File: src/logic/pipe_ctrl_pkg.sv
// constants for the per-pipe control and status register
package pipe_ctrl_pkg;
    localparam int DATA_W = 16;
    // field positions
    localparam int BIT_ACCESS_OK = 15;
    localparam int BIT_TX_PENDING = 14;
    localparam int BIT_CSPLIT_CLEAR = 13;
    localparam int BIT_CSPLIT_STS = 12;
    localparam int BIT_AUTO_REPLY = 10;
    localparam int BIT_AUTO_CLEAR = 9;
    localparam int BIT_TOGGLE_ZERO = 8;
    localparam int BIT_TOGGLE_ONE = 7;
    localparam int BIT_TOGGLE_EXP = 6;
    localparam int BIT_PIPE_IN_USE = 5;
    localparam int BIT_RESP_LO = 0;
    // response encodings
    localparam logic [1:0] RESP_NAK = 2'h0;
    localparam logic [1:0] RESP_BUF = 2'h1;
    localparam logic [1:0] RESP_STALL = 2'h2;
    localparam logic [1:0] RESP_STALL_ALT = 2'h3;
    // reset values
    localparam logic [1:0] RESP_RESET = 2'h0;
    localparam logic RST_FLAG = 1'b0;
    // handshake chosen for the next token
    typedef enum logic [3:0] {
        HS_NAK = 4'h1,
        HS_DATA = 4'h2,
        HS_STALL = 4'h4,
        HS_ZLP = 4'h8
    } handshake_e;
endpackage

File: src/logic/usb_pipe_control_register.sv
// per-pipe control and status register with buffer access and toggle tracking
// Summary of operation
// - bit 15 is read-only hardware flag showing cpu may access pipe buffer.
// - receive, release off: flag rises when data readable, falls when fully read.
// - receive, release on, auto-clear off: flag holds until buffer-clear command.
// - transmit, release and auto-clear off: flag rises when writable, falls when written.
// - transmit: bit 14 set when a side is written, cleared when all sent.
// - double buffer: pending reads zero once both sides sent and none refilled.
// - receive: bit 14 mirrors the buffer access flag.
// - host: writing one to bit 13 clears split status; bit reads zero.
// - split clear with status already zero leaves status zero.
// - host: bit 12 sets at complete-split start, clears at its end.
// - split status reads zero in peripheral mode.
// - bit 9 is a software bit enabling auto clear, initialising all buffers.
// - writing one to bit 8 sets expected toggle to DATA0; reads zero.
// - writing one to bit 7 sets expected toggle to DATA1; reads zero.
// - bit 6 shows expected toggle, 0 DATA0, 1 DATA1.
// - bit 5 reads one while pipe is in a bus transaction.
// - bits 1-0 pick handshake: 00 NAK, 01 buffer, 10/11 STALL.
// - usb bus reset in peripheral mode forces response to NAK.
`timescale 1ns/10ps
module usb_pipe_control_register (
    // clock and reset
    input wire logic sys_clk_i,
    input wire logic rst_b_i,
    // cpu register port
    input wire logic reg_wr_i,
    input wire logic [15:0] reg_wdata_i,
    output logic [15:0] reg_rdata_o,
    // pipe configuration
    input wire logic host_mode_i,
    input wire logic dir_tx_i,
    input wire logic per_transfer_release_i,
    input wire logic read_auto_clear_i,
    input wire logic double_buffer_sel_i,
    // fifo side events
    input wire logic buffer_clear_cmd_i,
    input wire logic rx_side_ready_i,
    input wire logic rx_side_read_done_i,
    input wire logic tx_side_free_i,
    input wire logic tx_side_written_i,
    input wire logic tx_side_sent_i,
    // transaction engine
    input wire logic trans_start_i,
    input wire logic trans_end_i,
    input wire logic trans_ok_i,
    input wire logic toggle_mismatch_i,
    input wire logic csplit_start_i,
    input wire logic csplit_end_i,
    input wire logic usb_bus_reset_i,
    input wire logic hw_resp_wr_i,
    input wire logic [1:0] hw_resp_i,
    input wire logic token_in_i,
    input wire logic token_out_i,
    // controls to the engine
    output logic [1:0] response_select_o,
    output logic toggle_expected_o,
    output logic buffer_auto_clear_o,
    output logic buffers_init_o,
    output logic auto_reply_enable_o,
    output logic [3:0] handshake_o,
    output logic not_ready_event_o
);
    logic buffer_access_ok;
    logic [1:0] tx_sides_filled;
    logic csplit_in_progress;
    logic auto_reply_enable;
    logic buffer_auto_clear;
    logic toggle_expected;
    logic pipe_in_use;
    logic [1:0] response_select;
    logic [15:0] reg_rdata;
    logic buffers_init;
    logic [3:0] handshake;
    logic not_ready_event;

    logic [1:0] next_sides;
    logic next_access;
    logic [1:0] next_resp;
    logic next_toggle;
    logic [15:0] rd_word;
    logic [3:0] next_handshake;

    wire wr_csplit_clr = reg_wr_i & reg_wdata_i[pipe_ctrl_pkg::BIT_CSPLIT_CLEAR];
    wire wr_tog_zero = reg_wr_i & reg_wdata_i[pipe_ctrl_pkg::BIT_TOGGLE_ZERO];
    wire wr_tog_one = reg_wr_i & reg_wdata_i[pipe_ctrl_pkg::BIT_TOGGLE_ONE];
    wire [1:0] wr_resp = reg_wdata_i[pipe_ctrl_pkg::BIT_RESP_LO +: 2];
    wire auto_clr_rise = reg_wr_i & reg_wdata_i[pipe_ctrl_pkg::BIT_AUTO_CLEAR]
        & ~buffer_auto_clear;
    wire sides_any = |tx_sides_filled;
    // rx releases on read done unless release is on with auto-clear off
    wire rx_hold = per_transfer_release_i & ~read_auto_clear_i;
    wire auto_reply_eff = auto_reply_enable & ~host_mode_i;
    wire stall_sel = response_select[1];

    // receive access tracks data; transmit access tracks free space
    always_comb begin
        next_access = buffer_access_ok;
        if (dir_tx_i) begin
            if (tx_side_free_i)
                next_access = 1'b1;
            else if (tx_side_written_i)
                next_access = 1'b0;
        end else begin
            if (rx_side_ready_i)
                next_access = 1'b1;
            else if (rx_hold ? buffer_clear_cmd_i : rx_side_read_done_i)
                next_access = 1'b0;
        end
        if (buffers_init)
            next_access = dir_tx_i;
    end

    // count of written sides; both sent with no refill gives zero
    always_comb begin
        next_sides = tx_sides_filled;
        if (tx_side_written_i && !tx_side_sent_i && tx_sides_filled != 2'h2)
            next_sides = tx_sides_filled + 2'h1;
        else if (tx_side_sent_i && !tx_side_written_i && sides_any)
            next_sides = tx_sides_filled - 2'h1;
        if (!double_buffer_sel_i && next_sides == 2'h2)
            next_sides = 2'h1;
        if (buffers_init || !dir_tx_i)
            next_sides = 2'h0;
    end

    // hardware writes win over software; a peripheral-mode bus reset wins over both
    always_comb begin
        next_resp = response_select;
        if (reg_wr_i)
            next_resp = wr_resp;
        if (hw_resp_wr_i)
            next_resp = hw_resp_i;
        if (usb_bus_reset_i && !host_mode_i)
            next_resp = pipe_ctrl_pkg::RESP_NAK;
    end

    always_comb begin
        next_toggle = toggle_expected;
        if (trans_ok_i && !toggle_mismatch_i)
            next_toggle = ~toggle_expected;
        if (wr_tog_zero)
            next_toggle = 1'b0;
        else if (wr_tog_one)
            next_toggle = 1'b1;
    end

    // handshake for next token; stall overrides auto reply
    always_comb begin
        next_handshake = pipe_ctrl_pkg::HS_NAK;
        if (stall_sel)
            next_handshake = pipe_ctrl_pkg::HS_STALL;
        else if (response_select == pipe_ctrl_pkg::RESP_BUF) begin
            if (auto_reply_eff)
                next_handshake = dir_tx_i ? pipe_ctrl_pkg::HS_ZLP
                    : pipe_ctrl_pkg::HS_NAK;
            else
                next_handshake = pipe_ctrl_pkg::HS_DATA;
        end
    end

    always_comb begin
        rd_word = 16'h0000;
        rd_word[pipe_ctrl_pkg::BIT_ACCESS_OK] = buffer_access_ok;
        rd_word[pipe_ctrl_pkg::BIT_TX_PENDING] = dir_tx_i ? sides_any
            : buffer_access_ok;
        rd_word[pipe_ctrl_pkg::BIT_CSPLIT_STS] = csplit_in_progress & host_mode_i;
        rd_word[pipe_ctrl_pkg::BIT_AUTO_REPLY] = auto_reply_eff;
        rd_word[pipe_ctrl_pkg::BIT_AUTO_CLEAR] = buffer_auto_clear;
        rd_word[pipe_ctrl_pkg::BIT_TOGGLE_EXP] = toggle_expected;
        rd_word[pipe_ctrl_pkg::BIT_PIPE_IN_USE] = pipe_in_use;
        rd_word[pipe_ctrl_pkg::BIT_RESP_LO +: 2] = response_select;
    end

    always_ff @(posedge sys_clk_i or negedge rst_b_i) begin
        if (!rst_b_i) begin
            buffer_access_ok <= pipe_ctrl_pkg::RST_FLAG;
            tx_sides_filled <= 2'h0;
            response_select <= pipe_ctrl_pkg::RESP_RESET;
            toggle_expected <= pipe_ctrl_pkg::RST_FLAG;
            buffers_init <= pipe_ctrl_pkg::RST_FLAG;
        end else begin
            buffer_access_ok <= next_access;
            tx_sides_filled <= next_sides;
            response_select <= next_resp;
            toggle_expected <= next_toggle;
            buffers_init <= auto_clr_rise;
        end
    end

    // split status: a start in the same cycle as a clear wins
    always_ff @(posedge sys_clk_i or negedge rst_b_i) begin
        if (!rst_b_i)
            csplit_in_progress <= pipe_ctrl_pkg::RST_FLAG;
        else if (host_mode_i && csplit_start_i)
            csplit_in_progress <= 1'b1;
        else if (csplit_end_i || (host_mode_i && wr_csplit_clr))
            csplit_in_progress <= 1'b0;
        else if (!host_mode_i)
            csplit_in_progress <= 1'b0;
    end

    always_ff @(posedge sys_clk_i or negedge rst_b_i) begin
        if (!rst_b_i) begin
            auto_reply_enable <= pipe_ctrl_pkg::RST_FLAG;
            buffer_auto_clear <= pipe_ctrl_pkg::RST_FLAG;
        end else if (reg_wr_i) begin
            auto_reply_enable <= reg_wdata_i[pipe_ctrl_pkg::BIT_AUTO_REPLY];
            buffer_auto_clear <= reg_wdata_i[pipe_ctrl_pkg::BIT_AUTO_CLEAR];
        end
    end

    // busy from start to end; a new start wins over a stale end
    always_ff @(posedge sys_clk_i or negedge rst_b_i) begin
        if (!rst_b_i)
            pipe_in_use <= pipe_ctrl_pkg::RST_FLAG;
        else if (trans_start_i)
            pipe_in_use <= 1'b1;
        else if (trans_end_i)
            pipe_in_use <= 1'b0;
    end

    always_ff @(posedge sys_clk_i or negedge rst_b_i) begin
        if (!rst_b_i) begin
            reg_rdata <= 16'h0000;
            handshake <= pipe_ctrl_pkg::HS_NAK;
            not_ready_event <= 1'b0;
        end else begin
            reg_rdata <= rd_word;
            handshake <= next_handshake;
            not_ready_event <= auto_reply_eff && !dir_tx_i && token_out_i
                && response_select == pipe_ctrl_pkg::RESP_BUF;
        end
    end

    // token_in_i only matters to the engine; zlp choice is in handshake
    wire unused_in = token_in_i;

    assign reg_rdata_o = reg_rdata;
    assign response_select_o = response_select;
    assign toggle_expected_o = toggle_expected;
    assign buffer_auto_clear_o = buffer_auto_clear;
    assign buffers_init_o = buffers_init;
    assign auto_reply_enable_o = auto_reply_enable;
    assign handshake_o = handshake;
    assign not_ready_event_o = not_ready_event;
endmodule

File: config.mk
export PLATFORM = sky130hd
export DESIGN_NAME = usb_pipe_control_register
export DESIGN_NICKNAME = d
export VERILOG_FILES = /design/src/logic/pipe_ctrl_pkg.sv /design/src/logic/usb_pipe_control_register.sv
export SDC_FILE = /design/constraint.sdc
export NUM_CORES = 1
export LEC_CHECK = 0
export CAP_MARGIN = 20
export CORE_UTILIZATION = 49
export DETAILED_ROUTE_END_ITERATION = 10
export DONT_BUFFER_PORTS = 1
export SETUP_SLACK_MARGIN = 0.3
export SLEW_MARGIN = 20
export SYNTH_ARGS = -nofsm -noshare
export SYNTH_HDL_FRONTEND = slang
export SYNTH_SLANG_ARGS = --single-unit
File: constraint.sdc
create_clock -name sys_clk_i -period 4.1 [get_ports sys_clk_i]
set_clock_uncertainty 0.15 [all_clocks]
set_input_delay 0.41 -clock sys_clk_i [delete_from_list [all_inputs] [get_ports sys_clk_i]]
set_output_delay 0.41 -clock sys_clk_i [all_outputs]
set_load 0.01 [all_outputs]
==> results of run 1 <==
[power by group]
group,leakage [nW],total (mW),internal [mW],switching [mW]
logic,0.216,0.0648,0.0305,0.0343
clock network,0.0279,0.168,0.0987,0.0690
registers,0.298,0.284,0.261,0.0232
total,0.541,0.517,0.390,0.127
[metal layers]
layer  up-vias  routed length [um]  part of all wire, %  global-route usage [%]
met5         -                   0                    0                       0
met2        34                 758                   48                    23.5
met1       297                 663                   42                    16.7
met4         0                   0                    0                    5.88
met3         0                 170                   11                    4.72
li1        302                   -                    -                       -
[kinds of logic (layout without fill, tap and decap cells)]
logic type	Yosys count	after routing	share of synthesized area [%]
XOR/XNOR	2	2	1.66
adder cells (fa/ha/maj)	2	2	2.36
buffers and inverters	19	17	10.4
multiplexers	5	5	4.85
AO/OA/AOI/OAI	19	19	12.3
other	1	7	0.354
AND/OR/NAND/NOR	22	22	11.2
flip-flops	24	24	56.9
[sequential cells by signal, indices dropped and copies added (netlist names)]
| name | flops |
|---|---|
| response_select_o | 2 |
| handshake_o | 3 |
| auto_reply_enable_o | 1 |
| buffers_init_o | 1 |
| tx_sides_filled | 2 |
| reg_rdata_o | 9 |
| toggle_expected_o | 1 |
| pipe_in_use | 1 |
| not_ready_event_o | 1 |
| csplit_in_progress | 1 |
| buffer_access_ok | 1 |
| buffer_auto_clear_o | 1 |
[placed cells by master, fill, tap and decap left out, types with 3 or more instances in the layout]
cell           instances
nor2_1                 8
mux2i_1                4
inv_1                  8
clkbuf_4               3
nand2b_1               5
a21oi_1                7
dlygate4sd3_1          4
dfrtp_1               23
nor2b_1                4
conb_1                 7
[worst paths after layout]
path                            slack, ns                    startpoint  cells after the start                      endpoint
min in group asynchronous            0.44                       rst_b_i                      2      reg_rdata_o[5]$_DFF_PN0_
worst max-delay path                 2.45  tx_sides_filled[0]$_DFF_PN0_                      6  tx_sides_filled[0]$_DFF_PN0_
worst max register to register       2.45  tx_sides_filled[0]$_DFF_PN0_                      6  tx_sides_filled[0]$_DFF_PN0_
worst min register to register       0.25       pipe_in_use$_DFFE_PN0P_                      0      reg_rdata_o[5]$_DFF_PN0_
max in group asynchronous            3.00                       rst_b_i                      2      handshake_o[0]$_DFF_PN1_
worst min-delay path                 0.03                      dir_tx_i                      1     reg_rdata_o[14]$_DFF_PN0_
[worst reg2reg max path, stage by stage, from the launching register on]
cell      delay, ns
dfrtp_1        0.35
inv_1          0.07
ha_1           0.23
nand2b_1       0.15
a21o_1         0.18
a221o_1        0.34
o22ai_2        0.13
[layout make-up]
class | instances | area [um^2] | area share [%]
sequential | 24 | 602 | 53.1
inverter | 8 | 30.0 | 2.65
timing repair buffer | 5 | 45.0 | 3.98
tap | 27 | 33.8 | 2.98
clock buffer | 3 | 22.5 | 1.99
clock inverter | 1 | 30.0 | 2.65
multi-input combinational | 57 | 369 | 32.6
[stage by stage]
stage | utilization (%) | hold WS, ns
finish | 56.6 | 0.0324
global route | 56.6 | 0.00612
floorplan | - | -0.0356
global placement | 51.7 | -0.0351
detailed placement | 51.7 | -0.0351
CTS | 54.8 | 0.00366
[timing repair]
item / CTS / global route
gates resized for setup: 0 / 0
hold buffers: 1 / 4
endpoints found under the hold margin: 24 / 25
==> qor.yml, run 1 <==
global_route:
  grt_max_degree: 25
  grt_usage_pct: 14.1
  overflow: 0
  grt_pass1_vias: 598
  grt_pass1_wl_um: 2530
  antenna_found_initial: 0
floorplanning:
  initial_core_util_pct: 52.9
  num_rows: 16
  ioPinCount: 69
  fp.dieW_um: 48.5
  die-area_mm2: 0.00235
  die_y_um: 48.5
  core_mm2: 0.00200
yosys:
  yosysSeqAreaShare_pct: 56.9
  ys_seq_elements: 24
  yosys-top-cells-count: "23 x dfrtp_1, 10 x buf_4, 8 x inv_1, 8 x nor2_1, 7 x a21oi_1"
  async_flop_share_pct: 100
  synth.avg_cell_area_um2: 11.3
  ys_types: 27
  syn_inst: 94
  ys.flop_type: "dfrtp_1"
  syn_area_mm2: 0.00106
  synth.area.top_cells: "dfrtp_1 54%, buf_4 7.1%, mux2i_1 3.8%"
  synth_top_area_share_pct: 54.4
  synth_edf_count: 0
  yosysWarnings: 0
  synth.most_common_cell: "dfrtp_1"
  synth_top_area_cell: "dfrtp_1"
critical_path:
  worstPathArrival_ns: 1.74
  crit_type: "flip-flop to flip-flop"
  cp_cell_sequence: "inv_1 -> ha_1 -> nand2b_1 -> a21o_1 -> a221o_1 -> o22ai_2"
  crit_buf_inv: 1
  startpoint_type: "flip-flop"
  cp_max_fo: 3
  cp_slowest_stage_delay_ns: 0.35
  cp_slowest_cell: "dfrtp_1"
  end_kind: "flip-flop"
  crit_required_ns: 4.19
  cp_top_family: "compound AO/OA/AOI/OAI gates"
finish:
  fin_nets: 143
  diodes: 0
  area_delta_synth_final_pct: 6.97
  fillers: 178
  drive_gt1_share_pct: 10.2
  fin_cells: 125
  fin_area_mm2: 0.00113
cts:
  numCtsBuffers: 3
  post-cts-setup-buffers: 0
  htree_levels: 1
  clkTransAtPathRegs_ns: 0.13
  numClockSinks: 24
  ctsRootBufferMaster: "clkbuf_4"
  clk-insertion-delay-late_ns: 0.31
  tritoncts: "done"
  cts_buffer_depth: 2
power:
  power_leakage_nw: 0.541
  p_total_mw: 0.517
  ir_worst_vdd_mv: 0.215
  power_density_mw_per_mm2: 456
drt:
  wl_per_cell_um: 12.7
  drt_iter0_markers: 7
  first_pass_iters: 4
  viasPerCell: 5.06
  wl_um: 1590
  num_vias: 633
  antenna_left: 0
  route.detailed.drc: 0
timing:
  fmax_mhz: 606
  maxSlewHeadroom_pct: 65.9
  period_needed_ns: 1.65
  fin_ws_ns: 2.45
  rsz0062_at_grt: "false"
  hold_viol: 0
  worst_slew_pin_slew_ns: 0.512
  slew_violations: 0
  setup_violations: 0
  tns_ns: 0
  fin_crit_sh_pct: 40.3
place:
  place_hpwl_um: 1200
  post_dp_cell_area_mm2: 0.00103
  dp_slack_ns: 2.47
  dpl.cell_count: 116
  finalWeightedCongestion: 0.630
  io_buffer_count: 0
outcome:
  outcome: "complete, no violations"
flow_run:
  maxCapViolCount: 0
min_path:
  hold_path.class: "input port to flip-flop"
Note: power is estimated with default switching activity, not from simulation.
==> inputs of run 2 (changes only) <==
Settings changed: ABC_AREA set to 1.
Clock period 4.1 ns to 1.6 ns, I/O delays scaled along.
==> run 2 against run 1 <==
  * Non-clock buffer count rose by 28
  * Power rose to 2.5 times the previous value
  * Critical path depth up 3
  * Maximum frequency increased by 18%
  * Register-to-register slack lost 2.2 ns
  * Sequential power grew to 2.6 times the previous value
  * Core utilization is 18 points higher
  * Die area is 3.1% higher
  * Cell count increased by 44%
  * Critical endpoint is now tx_sides_filled[1]$_DFF_PN0_
  * Area after synthesis rose by 3.2%
  * Worst hold slack worse by 0.0032 ns
==> qor.yml, run 2 <==
critical_path:
  crit_buf_inv: 2  # +1
  startpoint_type: "flip-flop"
  worstPathArrival_ns: 1.47  # -0.27 ns
  cp_max_fo: 4  # +1
  cp_slowest_stage_delay_ns: 0.42  # +0.07 ns
  crit_top_cell: "nand2_1"
  cp_cell_sequence: "inv_2 -> ha_4 -> inv_2 -> nand3_4 -> nand2_1 -> nand2_1 -> nand2_1 -> nor2_1 -> nor2_1"
  cp_top_family: "simple AND/OR/NAND/NOR gates"
  cp_slowest_cell: "dfrtp_1"
  crit_required_ns: 1.67  # -2.52 ns
  cp.depth: 9  # +3
  crit_type: "flip-flop to flip-flop"
  rr_worst_depth: 9  # +3
  end_kind: "flip-flop"
drt:
  antenna_left: 0  # unchanged
  drt_iter0_markers: 11  # +4
  num_vias: 867  # +37%
  viasPerCell: 4.82  # -4.9%
  first_pass_iters: 4  # unchanged
  wl_um: 2380  # +49%
  route.detailed.drc: 0  # unchanged
  wl_per_cell_um: 13.2  # +3.8%
timing:
  maxSlewHeadroom_pct: 65.4  # -0.47 points
  slew_violations: 0  # unchanged
  worst_slew_pin_slew_ns: 0.519  # +0.00698 ns
  tns_ns: 0  # unchanged
  rsz0062_at_grt: "true"
  hold_ws_ns: 0.0292  # -0.00322 ns
  fmax_mhz: 714  # +18%
  period_needed_ns: 1.40  # -0.250 ns
  fin_crit_sh_pct: 87.5  # +47 points
  fin_ws_ns: 0.200  # -2.25 ns
  hold_viol: 0  # unchanged
  setup_violations: 0  # unchanged
finish:
  post-route-util_pct: 74.1  # +18 points
  fin_cells: 180  # +44%
  final_common_cell: "dlygate4sd3_1"
  diodes: 0  # unchanged
  area_delta_synth_final_pct: 37.1
  final_cell_mix: "29 x dlygate4sd3_1, 23 x dfrtp_1, 22 x nand2_1"
  largest_reg_flops: 9  # unchanged
  drive_gt1_share_pct: 17.0  # +6.8 points
  fin_area_mm2: 0.00150  # +32%
  fin_nets: 198  # +38%
power:
  p_total_mw: 1.32  # +150%
  ir_worst_vdd_mv: 0.727  # +240%
  power_leakage_nw: 0.762  # +41%
  power_density_mw_per_mm2: 879  # +93%
yosys:
  ys_types: 23  # -15%
  synth.area.top_cells: "dfrtp_1 53%, nand2_1 7.9%, buf_4 6.9%"
  yosys-top-cells-count: "23 x dfrtp_1, 23 x nand2_1, 19 x inv_1"
  synth_top_area_share_pct: 52.7  # -1.7 points
  yosysWarnings: 0  # unchanged
  synth_top_area_cell: "dfrtp_1"
  ys.flop_type: "dfrtp_1"
  async_flop_share_pct: 100  # unchanged
  ys_seq_elements: 24  # unchanged
  synth_edf_count: 0  # unchanged
  synth.avg_cell_area_um2: 9.10  # -19%
  yosysSeqAreaShare_pct: 55.1  # -1.8 points
  syn_inst: 120  # +28%
  syn_area_mm2: 0.00109  # +3.2%
place:
  dpl.cell_count: 143  # +23%
  post_dp_cell_area_mm2: 0.00108  # +4.0%
  place_hpwl_um: 1460  # +21%
  io_buffer_count: 0  # unchanged
  finalWeightedCongestion: 0.761  # +21%
  dp_slack_ns: 0.156  # -2.32 ns
global_route:
  grt_usage_pct: 21.2  # +7.1 points
  grt_pass1_vias: 860  # +44%
  grt_pass1_wl_um: 3820  # +51%
  grt_max_degree: 25  # unchanged
  antenna_found_initial: 0  # unchanged
  overflow: 0  # unchanged
cts:
  ctsRootBufferMaster: "clkbuf_4"
  htree_levels: 1  # unchanged
  tritoncts: "done"
  clkTransAtPathRegs_ns: 0.13  # about the same
  numClockSinks: 24  # unchanged
  clk-insertion-delay-late_ns: 0.31  # about the same
  cts_buffer_depth: 2  # unchanged
  numCtsBuffers: 3  # unchanged
floorplanning:
  die_y_um: 49.2  # +1.5%
  num_rows: 16  # unchanged
  fp.dieW_um: 49.2  # +1.5%
  ioPinCount: 69  # unchanged
  core_mm2: 0.00202  # +1.0%
  initial_core_util_pct: 54.0  # +1.1 points
  die-area_mm2: 0.00242  # +3.1%
outcome:
  outcome: "complete, no violations"
flow_run:
  maxCapViolCount: 0  # unchanged
min_path:
  hold_path_depth: 4  # +3
  hold_path.class: "input port to flip-flop"
-- run 2: cell types whose count changed after synthesis, sizes merged, moves of 3 or more --
cell | previous run | this run
nor2b | 4 | 0
a21oi | 8 | 0
inv | 8 | 22
nand2 | 2 | 23
o21ai | 1 | 4
nand3 | 0 | 8
nor2 | 8 | 13
nand2b | 5 | 0
-- run 2: timing repair --
action | in CTS | in global routing
setup buffers | 1 | 1
pin swaps | 7 | 11
hold endpoints to repair | 42 | 23
hold buffers | 30 | 1
resized for setup | 10 | 7
endpoints found under the setup margin | 2 | 3
-- run 2: logic make-up (layout without fill, tap and decap cells) --
| group | count (synthesis) | count (layout) | share of synthesized area, % |
|---|---|---|---|
| adders and majority gates | 2 | 2 | 2.29 |
| DFF | 24 | 24 | 55.1 |
| AOI/OAI and AO/OA | 9 | 9 | 5.04 |
| buffers and inverters | 32 | 59 | 14.4 |
| other | 1 | 7 | 0.343 |
| muxes | 3 | 3 | 2.86 |
| xor gates and xnor gates | 1 | 1 | 0.802 |
| and+or+nand+nor | 48 | 48 | 19.1 |
-- run 2: tightest hold or removal path: stages --
cell,delay (ns)
nand4_1,0.10
nand3_2,0.10
nand2_1,0.07
nor2_1,0.04
-- run 2: layout make-up --
type | count | area, um^2
clock buffer | 4 | 36.3
inverter | 22 | 85.1
timing repair buffer | 33 | 323
sequential | 24 | 602
multi-input combinational | 70 | 418
tap | 27 | 33.8
fill | 148 | 524
-- run 2: path summary, 6_finish.rpt --
path	from	endpoint	slack [ns]
setup / recovery	tx_sides_filled[0]$_DFF_PN0_	tx_sides_filled[1]$_DFF_PN0_	0.20
hold / removal	tx_side_sent_i	tx_sides_filled[1]$_DFF_PN0_	0.03
hold reg to reg	buffer_access_ok$_DFFE_PN0P_	reg_rdata_o[15]$_DFF_PN0_	0.24
setup reg to reg	tx_sides_filled[0]$_DFF_PN0_	tx_sides_filled[1]$_DFF_PN0_	0.20
min in group asynchronous	rst_b_i	reg_rdata_o[14]$_DFF_PN0_	0.20
max in group asynchronous	rst_b_i	handshake_o[0]$_DFF_PN1_	0.74
-- run 2: report_power, final --
group	internal (mW)	switching, mW	total [mW]
Clock	0.139	0.174	0.313
Combinational	0.132	0.138	0.270
Sequential	0.668	0.0653	0.733
-- run 2: metal layers --
metal / global-route usage (%) / share of wire [%]
met5: 0 / 0
met1: 22.9 / 39
met2: 40.6 / 55
met3: 5.30 / 5.5
met4: 4.90 / 0.38
